### src/spira_consts.vh
// Purpose: constants for the spi register access slave
// Assumes: 20 MHz system clock
// Notes:   definitions only
`ifndef SPIRA_CONSTS_VH
`define SPIRA_CONSTS_VH
`define SPIRA_CTL_DIR_BIT   7
`define SPIRA_CTL_AI_BIT    6
`define SPIRA_CTL_PAGE_HI   1
`define SPIRA_CTL_PAGE_LO   0
`define SPIRA_BIT_LAST      3'h7
`define SPIRA_BIT_ZERO      3'h0
`define SPIRA_LEN_ONE       8'h01
`define SPIRA_LEN_ZERO      8'h00
`define SPIRA_DIR_RESET     1'b0
`define SPIRA_SWITCH_NS     50
`define SPIRA_CLK_MHZ       20
`endif

### src/spira_sync.v
// Purpose: two flip-flop synchroniser for one level
// Assumes: destination clock REF_CLK
// Notes:   first stage read only by second stage
`timescale 1ns/1ps
`default_nettype none
module spira_sync #(
   parameter RST_VAL = 1'b0
) (
   input  wire clk,
   input  wire rst_n,
   input  wire d,
   output reg  q
);
   reg meta_q;
   always @(posedge clk or negedge rst_n) begin
      if (!rst_n) begin
         meta_q <= RST_VAL;
         q      <= RST_VAL;
      end else begin
         meta_q <= d;
         q      <= meta_q;
      end
   end
endmodule
`default_nettype wire

### src/spira_slave.v
// Purpose: spi slave giving register access to a paged register space
// Assumes: link clock oversampled by REF_CLK; register side same clock
// Notes:   select and clock pass two flops before use
`timescale 1ns/1ps
`default_nettype none
`include "spira_consts.vh"
// Functional notes
// RULE_01: spi access when pin function and pad zero
// RULE_02: host avoids i2c own address under spi
// RULE_03: host holds select high under i2c
// RULE_04: host waits 50ns after interface switch
// RULE_05: four-wire byte based slave up to 26MHz; here SCLK is oversampled by the 20 MHz REF_CLK, so it must stay below 10MHz
// RULE_06: select low starts, select high ends
// RULE_07: control byte: direction, auto-increment, page bits
// RULE_08: direction one reads at polarity zero
// RULE_09: second byte is address within page
// RULE_10: length byte follows, overrides auto-increment
// RULE_11: write each full byte, then advance address
// RULE_12: single byte transfer then wait state
// RULE_13: length mode stops after counted bytes
// RULE_14: no length, auto-increment writes until deselect
// RULE_15: deselect aborts, keeps only complete bytes
// RULE_16: read shifts register, advances after byte
// RULE_17: no length, auto-increment reads until deselect
// RULE_18: data output low while deselected
// RULE_19: default polarity zero, phase zero
// RULE_20: default length field enabled
// RULE_21: all four polarity and phase modes
module spira_slave #(
   parameter AW = 10,
   parameter DW = 8
) (
   input  wire          REF_CLK,
   input  wire          NRST,
   input  wire          SCLK,
   input  wire          SEL_N,
   input  wire          MOSI,
   output reg           MISO,
   input  wire          PIN_FUNCTION_SELECT,
   input  wire          MULTIPURPOSE_PAD_ONE,
   input  wire          CLOCK_POLARITY_CFG,
   input  wire          CLOCK_PHASE_CFG,
   input  wire          DIRECTION_BIT_POLARITY,
   input  wire          LENGTH_FIELD_ENABLE,
   output wire          SPI_ACCESS_SEL,
   output reg  [AW-1:0] REG_ADDR,
   output reg  [DW-1:0] REG_WDATA,
   output reg           REG_WR,
   output reg           REG_RD,
   input  wire [DW-1:0] REG_RDATA,
   output wire          BUSY
);
   // ----------------------------------------------------------------
   // states
   // ----------------------------------------------------------------
   localparam [5:0] ST_IDLE = 6'h01;
   localparam [5:0] ST_CTL  = 6'h02;
   localparam [5:0] ST_ADR  = 6'h04;
   localparam [5:0] ST_LEN  = 6'h08;
   localparam [5:0] ST_DAT  = 6'h10;
   localparam [5:0] ST_WAIT = 6'h20;
   // host-side minimum switch gap, kept for reference
   localparam integer SWITCH_CYC =
      (`SPIRA_SWITCH_NS * `SPIRA_CLK_MHZ + 999) / 1000 < 1 ? 1 :
      (`SPIRA_SWITCH_NS * `SPIRA_CLK_MHZ + 999) / 1000;

   // ----------------------------------------------------------------
   // input synchronisers
   // ----------------------------------------------------------------
   wire sclk_s;
   wire sel_n_s;
   wire mosi_s;
   wire pad_s;
   spira_sync #(.RST_VAL(1'b0)) u_sync_clk (
      .clk   (REF_CLK),
      .rst_n (NRST),
      .d     (SCLK),
      .q     (sclk_s)
   );
   spira_sync #(.RST_VAL(1'b1)) u_sync_sel (
      .clk   (REF_CLK),
      .rst_n (NRST),
      .d     (SEL_N),
      .q     (sel_n_s)
   );
   spira_sync #(.RST_VAL(1'b0)) u_sync_mosi (
      .clk   (REF_CLK),
      .rst_n (NRST),
      .d     (MOSI),
      .q     (mosi_s)
   );
   spira_sync #(.RST_VAL(1'b1)) u_sync_pad (
      .clk   (REF_CLK),
      .rst_n (NRST),
      .d     (MULTIPURPOSE_PAD_ONE),
      .q     (pad_s)
   );

   // ----------------------------------------------------------------
   // access arbitration
   // ----------------------------------------------------------------
   // RULE_01: spi route select
   assign SPI_ACCESS_SEL = ~PIN_FUNCTION_SELECT & ~pad_s;

   // ----------------------------------------------------------------
   // clock edge detection
   // ----------------------------------------------------------------
   reg  sclk_q;
   reg  sel_n_q;
   always @(posedge REF_CLK or negedge NRST) begin
      if (!NRST) begin
         sclk_q  <= 1'b0;
         sel_n_q <= 1'b1;
      end else begin
         sclk_q  <= sclk_s;
         sel_n_q <= sel_n_s;
      end
   end
   wire rise     = sclk_s & ~sclk_q;
   wire fall     = ~sclk_s & sclk_q;
   // RULE_19: mode zero samples on rising edge
   // RULE_21: mode selects sample edge
   wire lead     = CLOCK_POLARITY_CFG ? fall : rise;
   wire trail    = CLOCK_POLARITY_CFG ? rise : fall;
   wire samp     = CLOCK_PHASE_CFG ? trail : lead;
   wire shift    = CLOCK_PHASE_CFG ? lead : trail;
   wire active   = ~sel_n_s & SPI_ACCESS_SEL;
   // RULE_06: frame start on select fall
   wire start    = sel_n_q & ~sel_n_s & SPI_ACCESS_SEL;

   // ----------------------------------------------------------------
   // frame state
   // ----------------------------------------------------------------
   reg  [5:0]    st_q;
   reg  [2:0]    bit_q;
   reg  [7:0]    sh_q;
   reg           rd_q;
   reg           ai_q;
   reg  [1:0]    page_q;
   reg  [7:0]    left_q;
   reg           lenmode_q;
   reg  [7:0]    tx_q;
   reg           tx_first_q;
   wire [7:0]    byte_in = {sh_q[6:0], mosi_s};
   // RULE_05: byte based transfer unit
   wire          byte_done = samp & (bit_q == `SPIRA_BIT_LAST);
   // RULE_12: single byte ends after one
   // RULE_13: counted bytes end
   wire          last_byte = lenmode_q ? (left_q == `SPIRA_LEN_ONE) : ~ai_q;

   assign BUSY = ~st_q[0];

   always @(posedge REF_CLK or negedge NRST) begin
      if (!NRST) begin
         st_q       <= ST_IDLE;
         bit_q      <= `SPIRA_BIT_ZERO;
         sh_q       <= 8'h00;
         rd_q       <= `SPIRA_DIR_RESET;
         ai_q       <= 1'b0;
         page_q     <= 2'h0;
         left_q     <= `SPIRA_LEN_ZERO;
         lenmode_q  <= 1'b1;
         tx_q       <= 8'h00;
         tx_first_q <= 1'b0;
         REG_ADDR   <= {AW{1'b0}};
         REG_WDATA  <= {DW{1'b0}};
         REG_WR     <= 1'b0;
         REG_RD     <= 1'b0;
         MISO       <= 1'b0;
      end else begin
         REG_WR <= 1'b0;
         REG_RD <= 1'b0;
         if (!active) begin
            // RULE_06: deselect ends frame
            // RULE_15: partial byte dropped
            st_q  <= ST_IDLE;
            bit_q <= `SPIRA_BIT_ZERO;
            // RULE_18: output low when deselected
            MISO  <= 1'b0;
         end else begin
            if (start) begin
               st_q       <= ST_CTL;
               bit_q      <= `SPIRA_BIT_ZERO;
               // RULE_20: latch length mode per frame
               lenmode_q  <= LENGTH_FIELD_ENABLE;
               tx_first_q <= 1'b0;
            end else if (samp) begin
               sh_q  <= byte_in;
               bit_q <= bit_q + 3'h1;
            end
            if (byte_done) begin
               case (st_q)
                  ST_CTL: begin
                     // RULE_07: control byte fields
                     // RULE_08: direction polarity
                     rd_q   <= byte_in[`SPIRA_CTL_DIR_BIT] ^ DIRECTION_BIT_POLARITY;
                     ai_q   <= byte_in[`SPIRA_CTL_AI_BIT];
                     page_q <= byte_in[`SPIRA_CTL_PAGE_HI:`SPIRA_CTL_PAGE_LO];
                     st_q   <= ST_ADR;
                  end
                  ST_ADR: begin
                     // RULE_09: address within page
                     REG_ADDR <= {page_q, byte_in};
                     // RULE_10: length byte follows
                     st_q     <= lenmode_q ? ST_LEN : ST_DAT;
                     REG_RD   <= rd_q & ~lenmode_q;
                  end
                  ST_LEN: begin
                     left_q <= byte_in;
                     st_q   <= (byte_in == `SPIRA_LEN_ZERO) ? ST_WAIT : ST_DAT;
                     REG_RD <= rd_q & (byte_in != `SPIRA_LEN_ZERO);
                  end
                  ST_DAT: begin
                     if (!rd_q) begin
                        // RULE_11: commit full byte
                        // RULE_14: continue until deselect
                        REG_WDATA <= byte_in;
                        REG_WR    <= 1'b1;
                     end
                     left_q <= left_q - 8'h01;
                     st_q   <= last_byte ? ST_WAIT : ST_DAT;
                  end
                  ST_WAIT: begin
                     st_q <= ST_WAIT;
                  end
                  default: begin
                     st_q <= ST_IDLE;
                  end
               endcase
            end
            // read data is combinational off REG_ADDR, so the address must
            // step before the next fetch, not together with it
            // RULE_16: advance after full byte
            if (byte_done && st_q == ST_DAT && !last_byte) begin
               REG_RD <= rd_q;
            end
            if (REG_WR || (byte_done && st_q == ST_DAT && rd_q && tx_first_q)) begin
               REG_ADDR <= REG_ADDR + {{(AW-1){1'b0}}, 1'b1};
            end
            if (REG_RD) begin
               tx_q       <= REG_RDATA;
               tx_first_q <= 1'b1;
               if (CLOCK_PHASE_CFG == 1'b0) begin
                  MISO <= REG_RDATA[7];
               end
            end else if (shift && st_q == ST_DAT && rd_q) begin
               // RULE_17: stream successive bytes
               if (bit_q == `SPIRA_BIT_ZERO && !CLOCK_PHASE_CFG) begin
                  MISO <= tx_q[7];
               end else begin
                  MISO <= tx_q[7 - bit_q];
               end
            end else if (st_q != ST_DAT) begin
               MISO <= 1'b0;
            end
         end
      end
   end
endmodule
`default_nettype wire

### config.mk
export PLATFORM = sky130hd
export DESIGN_NAME = spira_slave
export DESIGN_NICKNAME = d
export VERILOG_FILES = /design/src/spira_sync.v /design/src/spira_slave.v
export VERILOG_INCLUDE_DIRS = /design/src
export SDC_FILE = /design/constraint.sdc
export NUM_CORES = 1
export LEC_CHECK = 0
export ABC_AREA = 1
export CAP_MARGIN = 10
export CORE_MARGIN = 2
export CORE_UTILIZATION = 35
export CTS_CLUSTER_SIZE = 28
export DETAILED_ROUTE_END_ITERATION = 8
export DONT_BUFFER_PORTS = 1
export MAX_ROUTING_LAYER = met4
export PLACE_DENSITY_LB_ADDON = 0.25
export SLEW_MARGIN = 20
export SYNTH_ARGS = -nofsm -noshare
export SYNTH_HDL_FRONTEND = slang
export SYNTH_HIERARCHICAL = 1
export SYNTH_SLANG_ARGS = --single-unit
### constraint.sdc
create_clock -name REF_CLK -period 1.6 [get_ports REF_CLK]
set_input_delay 0.24 -clock REF_CLK [delete_from_list [all_inputs] [get_ports REF_CLK]]
set_output_delay 0.24 -clock REF_CLK [all_outputs]
set_load 0.01 [all_outputs]
* After elaboration in Yosys (flattened, before gate mapping)
Cells that the tools add are included.
** Storage, ports and cells
- Flip-flop bits (word level) :: 69
- Logic and storage cells :: 125
- Latch bits :: 0
- Bits in read-only memories :: 0
- Input port bits :: 19
- Memories :: 0
- RAM bits :: 0
** Operators by class
- Muxes and demuxes :: 37
- Eq/ne operators :: 12
- Order comparisons :: 1
- Reductions and logical operators :: 26
- Add/subtract/negate cells :: 4
- Divide/modulo/power cells :: 0
- Shift-type cells :: 0
- Multipliers :: 0
- Bitwise operators :: 20
** Operators with widths (count)
- $lt 32x4->1 const B :: 1
- $mux 10 :: 3
- $mux 6 :: 5
- $pmux 6 s5 :: 1
- $mux 1 :: 21
- $pmux 8 s2 :: 1
- $reduce_and 3->1 :: 4
- $add 10x1->10 const B :: 1
- $not 1->1 :: 10
- $and 1x1->1 :: 9
- $mux 3 :: 3
- $eq 8x1->1 const B :: 1
- $logic_not 8->1 :: 1
- $reduce_and 2->1 :: 4
- $reduce_bool 2->1 :: 4
- $reduce_bool 8->1 :: 1
- $sub 8x1->8 const B :: 1
- $logic_and 1x1->1 :: 7
- $eq 6x2->1 const B :: 1
- $eq 6x3->1 const B :: 1
- $eq 6x4->1 const B :: 1
- $eq 6x5->1 const B :: 1
- $eq 6x6->1 const B :: 1
- $ne 6x5->1 const B :: 1
- other kinds (15) :: 16

* Longest topological paths before layout
Gate-level depths: netlist of run 1.
- Depth after elaboration :: 11
- Depth in mapped cells :: 10
- Mapped depth without buffers :: 10

* Modules after synthesis
The synthesis of run 1 kept the hierarchy.
** Modules (own cells, without submodules)
- spira_slave :: instances 1, area each 3379.5 sq um, cells each 432
- spira_sync at u_sync_pad ... :: instances 2, area each 52.6 sq um, cells each 2
- spira_sync at u_sync_clk ... :: instances 2, area each 50.0 sq um, cells each 2

* Worst setup path before layout of run 1
No wires, ideal clock.
- Kind :: register to register
- From :: register bit_q[0]
- To :: register REG_ADDR[6]
- Setup slack :: -0.033 ns
- Data arrival time :: 1.516 ns
- Buffers on the path :: 1
- Library setup time :: 0.117 ns
- Cell stages (with the launch flop) :: 9
- Cells stage by stage :: dfrtp_1 -> ha_1 -> ha_1 -> nand3_2 -> o21bai_2 -> nand2_1 -> buf_2 -> nand3_1 -> nand2_1
** On the way
- Word-level cells in the longest chain between the ends :: 8
- Elaborated cells on any way between the ends :: 10
- Classes of those cells :: 1 x eq/ne; 1 x mux; 1 x bitwise; 7 x reduce/logical
** RTL lines
- start: declaration :: RTL line spira_slave.v:135 : reg [2:0] bit_q;
- start signal: assignment :: RTL line spira_slave.v:156 : bit_q <= `SPIRA_BIT_ZERO;
- start signal: assignment :: RTL line spira_slave.v:177 : bit_q <= `SPIRA_BIT_ZERO;
- start signal: assignment :: RTL line spira_slave.v:183 : bit_q <= `SPIRA_BIT_ZERO;
- $eq 3x3->1 (no line) *
- $and 1x1->1 * :: RTL line spira_slave.v:146 : wire byte_done = samp & (bit_q == `SPIRA_BIT_LAST);
- $logic_and 1x1->1 (3 in series) :: RTL line spira_slave.v:237 : if (REG_WR || (byte_done && st_q == ST_DAT && rd_q && tx_first_q)) begin
- $logic_or 1x1->1 :: RTL line spira_slave.v:237
- $reduce_bool 2->1 (no line)
- $reduce_and 3->1 (no line)
- end signal: assignment :: RTL line spira_slave.v:165 : REG_ADDR <= {AW{1'b0}};
- end signal: assignment :: RTL line spira_slave.v:203 : REG_ADDR <= {page_q, byte_in};
- end signal: assignment :: RTL line spira_slave.v:238 : REG_ADDR <= REG_ADDR + {{(AW-1){1'b0}}, 1'b1};
- end: declaration :: RTL line spira_slave.v:46 : output reg [AW-1:0] REG_ADDR,
Every way passes the cells marked *; elsewhere a longest branch is shown, timed or not.
A chain may end at the register's enable or synchronous reset.

* Worst setup path in the final report of run 1
- From :: register u_sync_clk.q
- To :: register REG_WDATA[1]
** On the way
- Word-level cells in the longest chain between the ends :: 6
- Elaborated cells on any way between the ends :: 8
- Classes of those cells :: 3 x mux; 4 x bitwise; 1 x reduce/logical
** RTL lines
- start: declaration :: RTL line spira_sync.v:12 : output reg q
- start signal: assignment :: RTL line spira_sync.v:21 : q <= meta_q;
- $not 1->1 :: RTL line spira_slave.v:120 : wire fall = ~sclk_s & sclk_q;
- $and 1x1->1 :: RTL line spira_slave.v:120
- $mux 1 (on tied branches) :: RTL line spira_slave.v:123, spira_slave.v:124
- $mux 1 * :: RTL line spira_slave.v:125 : wire samp = CLOCK_PHASE_CFG ? trail : lead;
- $and 1x1->1 * :: RTL line spira_slave.v:146
- $reduce_and 4->1 (no line) *
- end signal: assignment :: RTL line spira_slave.v:166 : REG_WDATA <= {DW{1'b0}};
- end signal: assignment :: RTL line spira_slave.v:217 : REG_WDATA <= byte_in;
- end: declaration :: RTL line spira_slave.v:47 : output reg [DW-1:0] REG_WDATA,
Marked as above.

==> reports/results.ini, run 1 <==
[outcome]
outcome = finished with violations
violations = hold timing, setup timing

[synth]
synthSimpleGateAreaFrac = 0.309
synth-seq-cells = 69
synth_nets = 465
synth_xor_area_frac = 0.0195
ys_async_sr_fraction = 1.00
netlist_top_cells_count = nand2_1, dfrtp_1, inv_1
synth-edff-count = 0
synth_top_area_share = 0.433
syn_area_um2 = 3580
synth_most_common_cell = nand2_1
netlist_instances = 440
syn_area_per_cell_um2 = 8.15
synth_top_family_by_area = simple AND/OR/NAND/NOR gates
synth-adder-area-share = 0.0209
synth_area_leaders = dfrtp_1, nand2_1, nand3_1
synth_mux_area_frac = 0
yosys_most_used_dff = dfrtp_1
synth-compound-area-share = 0.0953
yosysUniqueCellTypes = 35
yosysTopAreaCell = dfrtp_1
yosysWarnings = 6
yosysSeqAreaShare = 0.484

[setup_path]
cp_common_cell = nand3_4
setup.worst_path.start = u_sync_clk/q
cp-end-kind = flop
r2r_cells = 8
critPathLaunchType = flop
slowest_delay_ns = 0.43
critical_path_arrival_ns = 1.92
path_class = flop to flop
critPathMaxFanout = 8
cp.required_ns = 1.88
crit_chain = inv_2 > nand3_4 > nand3_4 > nand3_4 > nor2_8 > buf_12 > nand3_4 > o21ai_2
r2r_start = u_sync_clk/q
slowest_stage = dfrtp_1

[place]
hpwl_mm = 6.08
port_buffers = 0
gp_congestion = 0.901
dp_slack_ns = -0.0562
dp_cells = 599

[pwr]
power.leakage_nw = 2.22
power_density_nw_per_um2 = 836
vdd_ir_drop_max_uv = 498
p_total_mw = 3.79

[global_routing]
grt_max_degree = 70
grt_overflow_total = 0
grt_pass1_wl_mm = 14.5
grt_antenna_before_repair = 0
track_usage = 0.167
grt_pass1_vias = 2936

[timing]
finalCritPeriodShare = 1.02
layout_setup_ws_ns = -0.0362
clock_skew_ns = 0.0132
max_freq_ghz = 0.611
period_minus_slack_ns = 1.64
drv_slew = 0
max_slew_margin = 0.733
rsz0062_at_grt = yes
whs_ns = -0.424
max_slew.worst_pin.slew_ns = 0.397
hold_violations = 69
setup_viol = 20

[clocking]
cts_buffers = 9
hold_buffers = 10
cts_tree = built
max-clock-path-buffers = 2
cts-root-buf = clkbuf_8
insertion_delay_ns = 0.35
cts.clk_slew.worst_paths_ns = 0.08
cts.sinks = 69
cts_max_level = 3

[finish]
antenna_cells = 0
fin_cells = 634
nNetsFinal = 521
drive_above_1_share = 0.240
areaGrowthSynthToFinish_pct = 26.4

[routing]
vias = 3091
drt_iter0_markers = 171
drc = 0
wl_per_cell_um = 13.8
firstDrtPassIters = 5
avgViaCountPerCell = 4.88
routed_wl_mm = 8.73
ant_nets = 0

[job]
drv_cap = 0

[floorplan]
die_w_um = 105
placementRows = 36
initial_utilization = 0.363
io_pins = 42
core_area_um2 = 9860
fp.dieH_um = 105
dieArea_um2 = 11100

[hold_path]
hold_class = input pin to async pin

[state kept, by name, summed over array words and instances, names as in the netlist, 2 cells and up]
register and cells:
REG_ADDR 10, REG_WDATA 8, bit_q 3, left_q 8, page_q 2, sh_q 7, st_q 6, tx_q 8
[path summary, 6_finish.rpt]
check,endpoint,slack [ns]
setup / recovery,REG_WDATA[1],-0.04
hold / removal,REG_WDATA[4],-0.42
setup reg to reg,REG_WDATA[1],-0.04
hold reg to reg,u_sync_mosi/q,0.35
max in group asynchronous,u_sync_sel/q,1.80
min in group REF_CLK,tx_q[1],0.02
[report_power, final]
part           total, mW  leakage (nW)  internal, mW  switching, mW
Sequential          1.87         0.892          1.81         0.0620
Clock               1.60         0.112         0.917          0.682
Combinational      0.317          1.22         0.134          0.183
[layout by cell type, fill, tap and decap left out, types with 8 or more instances in the layout]
cell	count
nand2_1	121
dfrtp_1	62
inv_1	48
nand3_1	38
buf_4	35
o21ai_0	24
nor2_1	17
nand4_1	15
o21ai_1	14
o21ai_2	10
clkbuf_8	10
dlygate4sd3_1	10
nand3_2	8
nand2_2	8
[worst max-delay path: cells and delay by family, from the launching register on]
kind / cells / cell delay (ns)
buffers and inverters: 2 / 0.25
AOI/OAI and AO/OA: 1 / 0.15
and+or+nand+nor: 5 / 0.73
DFF: 1 / 0.43
[final cells by class]
cell class | count | area [um2]
Clock buffer | 10 | 138
Sequential cell | 69 | 1740
Multi-Input combinational cell | 309 | 1750
Clock inverter | 6 | 86.3
Tap cell | 133 | 166
Fill cell | 990 | 5330
Timing Repair Buffer | 52 | 450
Inverter | 55 | 209
[per-stage QoR]
stage / TNS [ns] / cell area [um2] / util
after detailed placement: -0.448 / 3970 / 0.402
after floorplan: 0 / 3590 / -
after global routing: -3.48 / 4530 / 0.459
after global placement: 0 / 3970 / 0.402
final: -0.466 / 4530 / 0.459
after CTS: -0.00538 / 4300 / 0.436
[what timing repair did]
action,4_1_cts,5_1_grt
gates cloned,0,1
pin swaps,1,11
setup endpoints to repair,12,32
setup buffers,1,7
endpoints found under the hold margin,79,69
resized for setup,2,49
[per-layer routing]
layer / up-vias / GRT usage / wire length [um]
met5: - / - / 0
met4: 0 / 0.0562 / 204
met3: 24 / 0.0424 / 404
met2: 75 / 0.245 / 4010
met1: 1440 / 0.226 / 4120
li1: 1552 / - / -
[cell families (layout without fill, tap and decap cells)]
family          count (synthesis)  in the layout
flops                          69             69
buf+inv                        63            123
compound gates                 59             59
simple gates                  235            236
xor+xnor                        8              8
fa+ha+maj                       6              6
Note: power is estimated with default switching activity, not from simulation.
==> run 2: changes to the inputs <==
--- a/config.mk
+++ b/config.mk
@@ -9,5 +9,5 @@
 export ABC_AREA = 1
 export CAP_MARGIN = 10
-export CORE_MARGIN = 2
+export CORE_MARGIN = 5
 export CORE_UTILIZATION = 35
 export CTS_CLUSTER_SIZE = 28
==> constraint.sdc (replaced) <==
create_clock -name REF_CLK -period 1.6 [get_ports REF_CLK]
set_input_delay 0.08 -clock REF_CLK [delete_from_list [all_inputs] [get_ports REF_CLK]]
set_output_delay 0.08 -clock REF_CLK [all_outputs]
set_load 0.01 [all_outputs]
==> run 2 against run 1 <==
Effect of this change: the run still ends with hold timing, setup timing left; clock skew rose by 0.0039 ns; cell count rose by 0.47%; non-clock buffer count did not move; utilization fell by 2.1 points; sequential power barely moved; via count rose by 0.39%; fmax rose by 1.4%; global-route usage fell by 2.2 points; worst setup slack improved by 0.022 ns.
==> reports/results.ini, run 2 (synthesis results as in run 1) <==
[finish]
top_register = REG_ADDR
largest_register_ffs = 10
areaGrowthSynthToFinish_pct = 23.9
final_common_cell = nand2_1
final_cell_mix = nand2_1, dfrtp_1, inv_1
nNetsFinal = 521
drive_above_1_share = 0.200
antenna_cells = 0

[clocking]
cts-root-buf = clkbuf_8
max-clock-path-buffers = 2
cts_tree = built
cts.clk_slew.worst_paths_ns = 0.08
cts_buffers = 9
insertion_delay_ns = 0.35
cts_max_level = 3
hold_buffers = 14
cts.sinks = 69

[setup_path]
cp.required_ns = 1.84
cp-end-kind = flop
r2r_setup_slack_ns = -0.01
critPathMaxFanout = 7
critPathLaunchType = flop
critical_path_arrival_ns = 1.86
path_class = flop to flop

[timing]
period_minus_slack_ns = 1.61
finalCritPeriodShare = 1.01
hold_violations = 69
drv_slew = 0
layout_setup_ws_ns = -0.0142
max_slew.worst_pin.slew_ns = 0.319
clock_skew_ns = 0.0171
max_freq_ghz = 0.620
max_slew_margin = 0.787
rsz0062_at_grt = yes
whs_ns = -0.586
setup_viol = 9

[floorplan]
die_w_um = 111
initial_utilization = 0.354
placementRows = 37
fp.dieH_um = 111
dieArea_um2 = 12400
core_area_um2 = 10100
io_pins = 42

[pwr]
power.share.clock = 0.387
power_density_nw_per_um2 = 810
intPower_mw = 2.67
p_total_mw = 3.60
p_sw_frac = 0.258
p_comb_frac = 0.092
power.leakage_nw = 2.18
power_frac_seq = 0.521
vdd_ir_drop_max_uv = 504
p_sw_mw = 0.927

[routing]
wl_per_cell_um = 13.8
vias = 3103
avgViaCountPerCell = 4.87
drt_iter0_markers = 163
ant_nets = 0
routed_wl_mm = 8.77
firstDrtPassIters = 5
drc = 0

[global_routing]
grt_max_degree = 70
track_usage = 0.145
grt_pass1_vias = 2938
grt_pass1_wl_mm = 14.2
grt_antenna_before_repair = 0
grt_overflow_total = 0

[job]
drv_cap = 0

[outcome]
outcome = finished with violations
violations = hold timing, setup timing

[place]
hpwl_mm = 6.19
gp_congestion = 0.850
port_buffers = 0

[hold_path]
hold_class = input pin to async pin

run 2: cell count changes in the layout (fill, tap and decap cells not counted), sizes merged:
cell         delta
buf             -4
bufinv          -1
clkbuf          +2
clkinvlp        -1
dlygate4sd3     +4
run 2: cell type report:
class	count	area (um2)
clock inverter	4	48.8
multi-input combinational	309	1700
timing repair buffer	52	442
sequential	69	1740
tap	136	170
clock buffer	12	135
fill	1007	5700
inverter	55	209
run 2: timing repair:
| action | 4_1_cts | 5_1_grt |
|---|---|---|
| pin swaps | 1 | 9 |
| resized for setup | 1 | 27 |
| gates cloned | 0 | 1 |
| setup endpoints to repair | 9 | 30 |
| buffers inserted | 1 | 4 |
| hold endpoints to repair | 83 | 69 |
run 2: power by group through the flow:
| stage | clock [mW] | sequential, mW | combinational (mW) |
|---|---|---|---|
| after floorplan | 0 | 1.88 | 0.194 |
| after global placement | 0 | 1.90 | 0.282 |
| after detailed placement | 0 | 1.90 | 0.286 |
| after CTS | 1.43 | 1.87 | 0.314 |
| after global routing | 1.50 | 1.88 | 0.378 |
| final | 1.39 | 1.87 | 0.331 |
run 2: final timing paths:
kind	from	end	cells past startpoint
max	u_sync_clk/q	REG_ADDR[5]	9
min	NRST	sh_q[2]	0
max reg2reg	u_sync_clk/q	REG_ADDR[5]	9
min reg2reg	u_sync_mosi/meta_q	u_sync_mosi/q	0
max in group asynchronous	NRST	lenmode_q	0
min in group REF_CLK	PIN_FUNCTION_SELECT	st_q[0]	3
run 2: metrics by stage:
step / cells / TNS [ns] / cell area, um2 / utilization / setup slack, ns
final: 637 / -0.0857 / 4440 / 0.438 / -0.0142
after global routing: 637 / -2.23 / 4440 / 0.438 / -0.110
after CTS: 632 / -0.0480 / 4300 / 0.424 / -0.0198
after detailed placement: 601 / -0.00101 / 3960 / 0.391 / -0.00101
after global placement: 601 / 0 / 3960 / 0.391 / 0.0192
after floorplan: 440 / 0 / 3590 / - / 0.0245
run 2: worst max-delay path, cell delays in order (launching register included):
cell and delay [ns]:
dfrtp_1 0.43, inv_2 0.11, nand3_2 0.10, nand3_4 0.11, nand3_4 0.12, nor2_8 0.24, nand2_4 0.09, buf_4 0.17
nand3_1 0.08, nand2_1 0.06
run 2: metal layers:
metal  part of all wire  global-route usage
met1               0.46               0.186
met4              0.011              0.0373
met3              0.057              0.0437
met2               0.47               0.225
met5                  0                   -
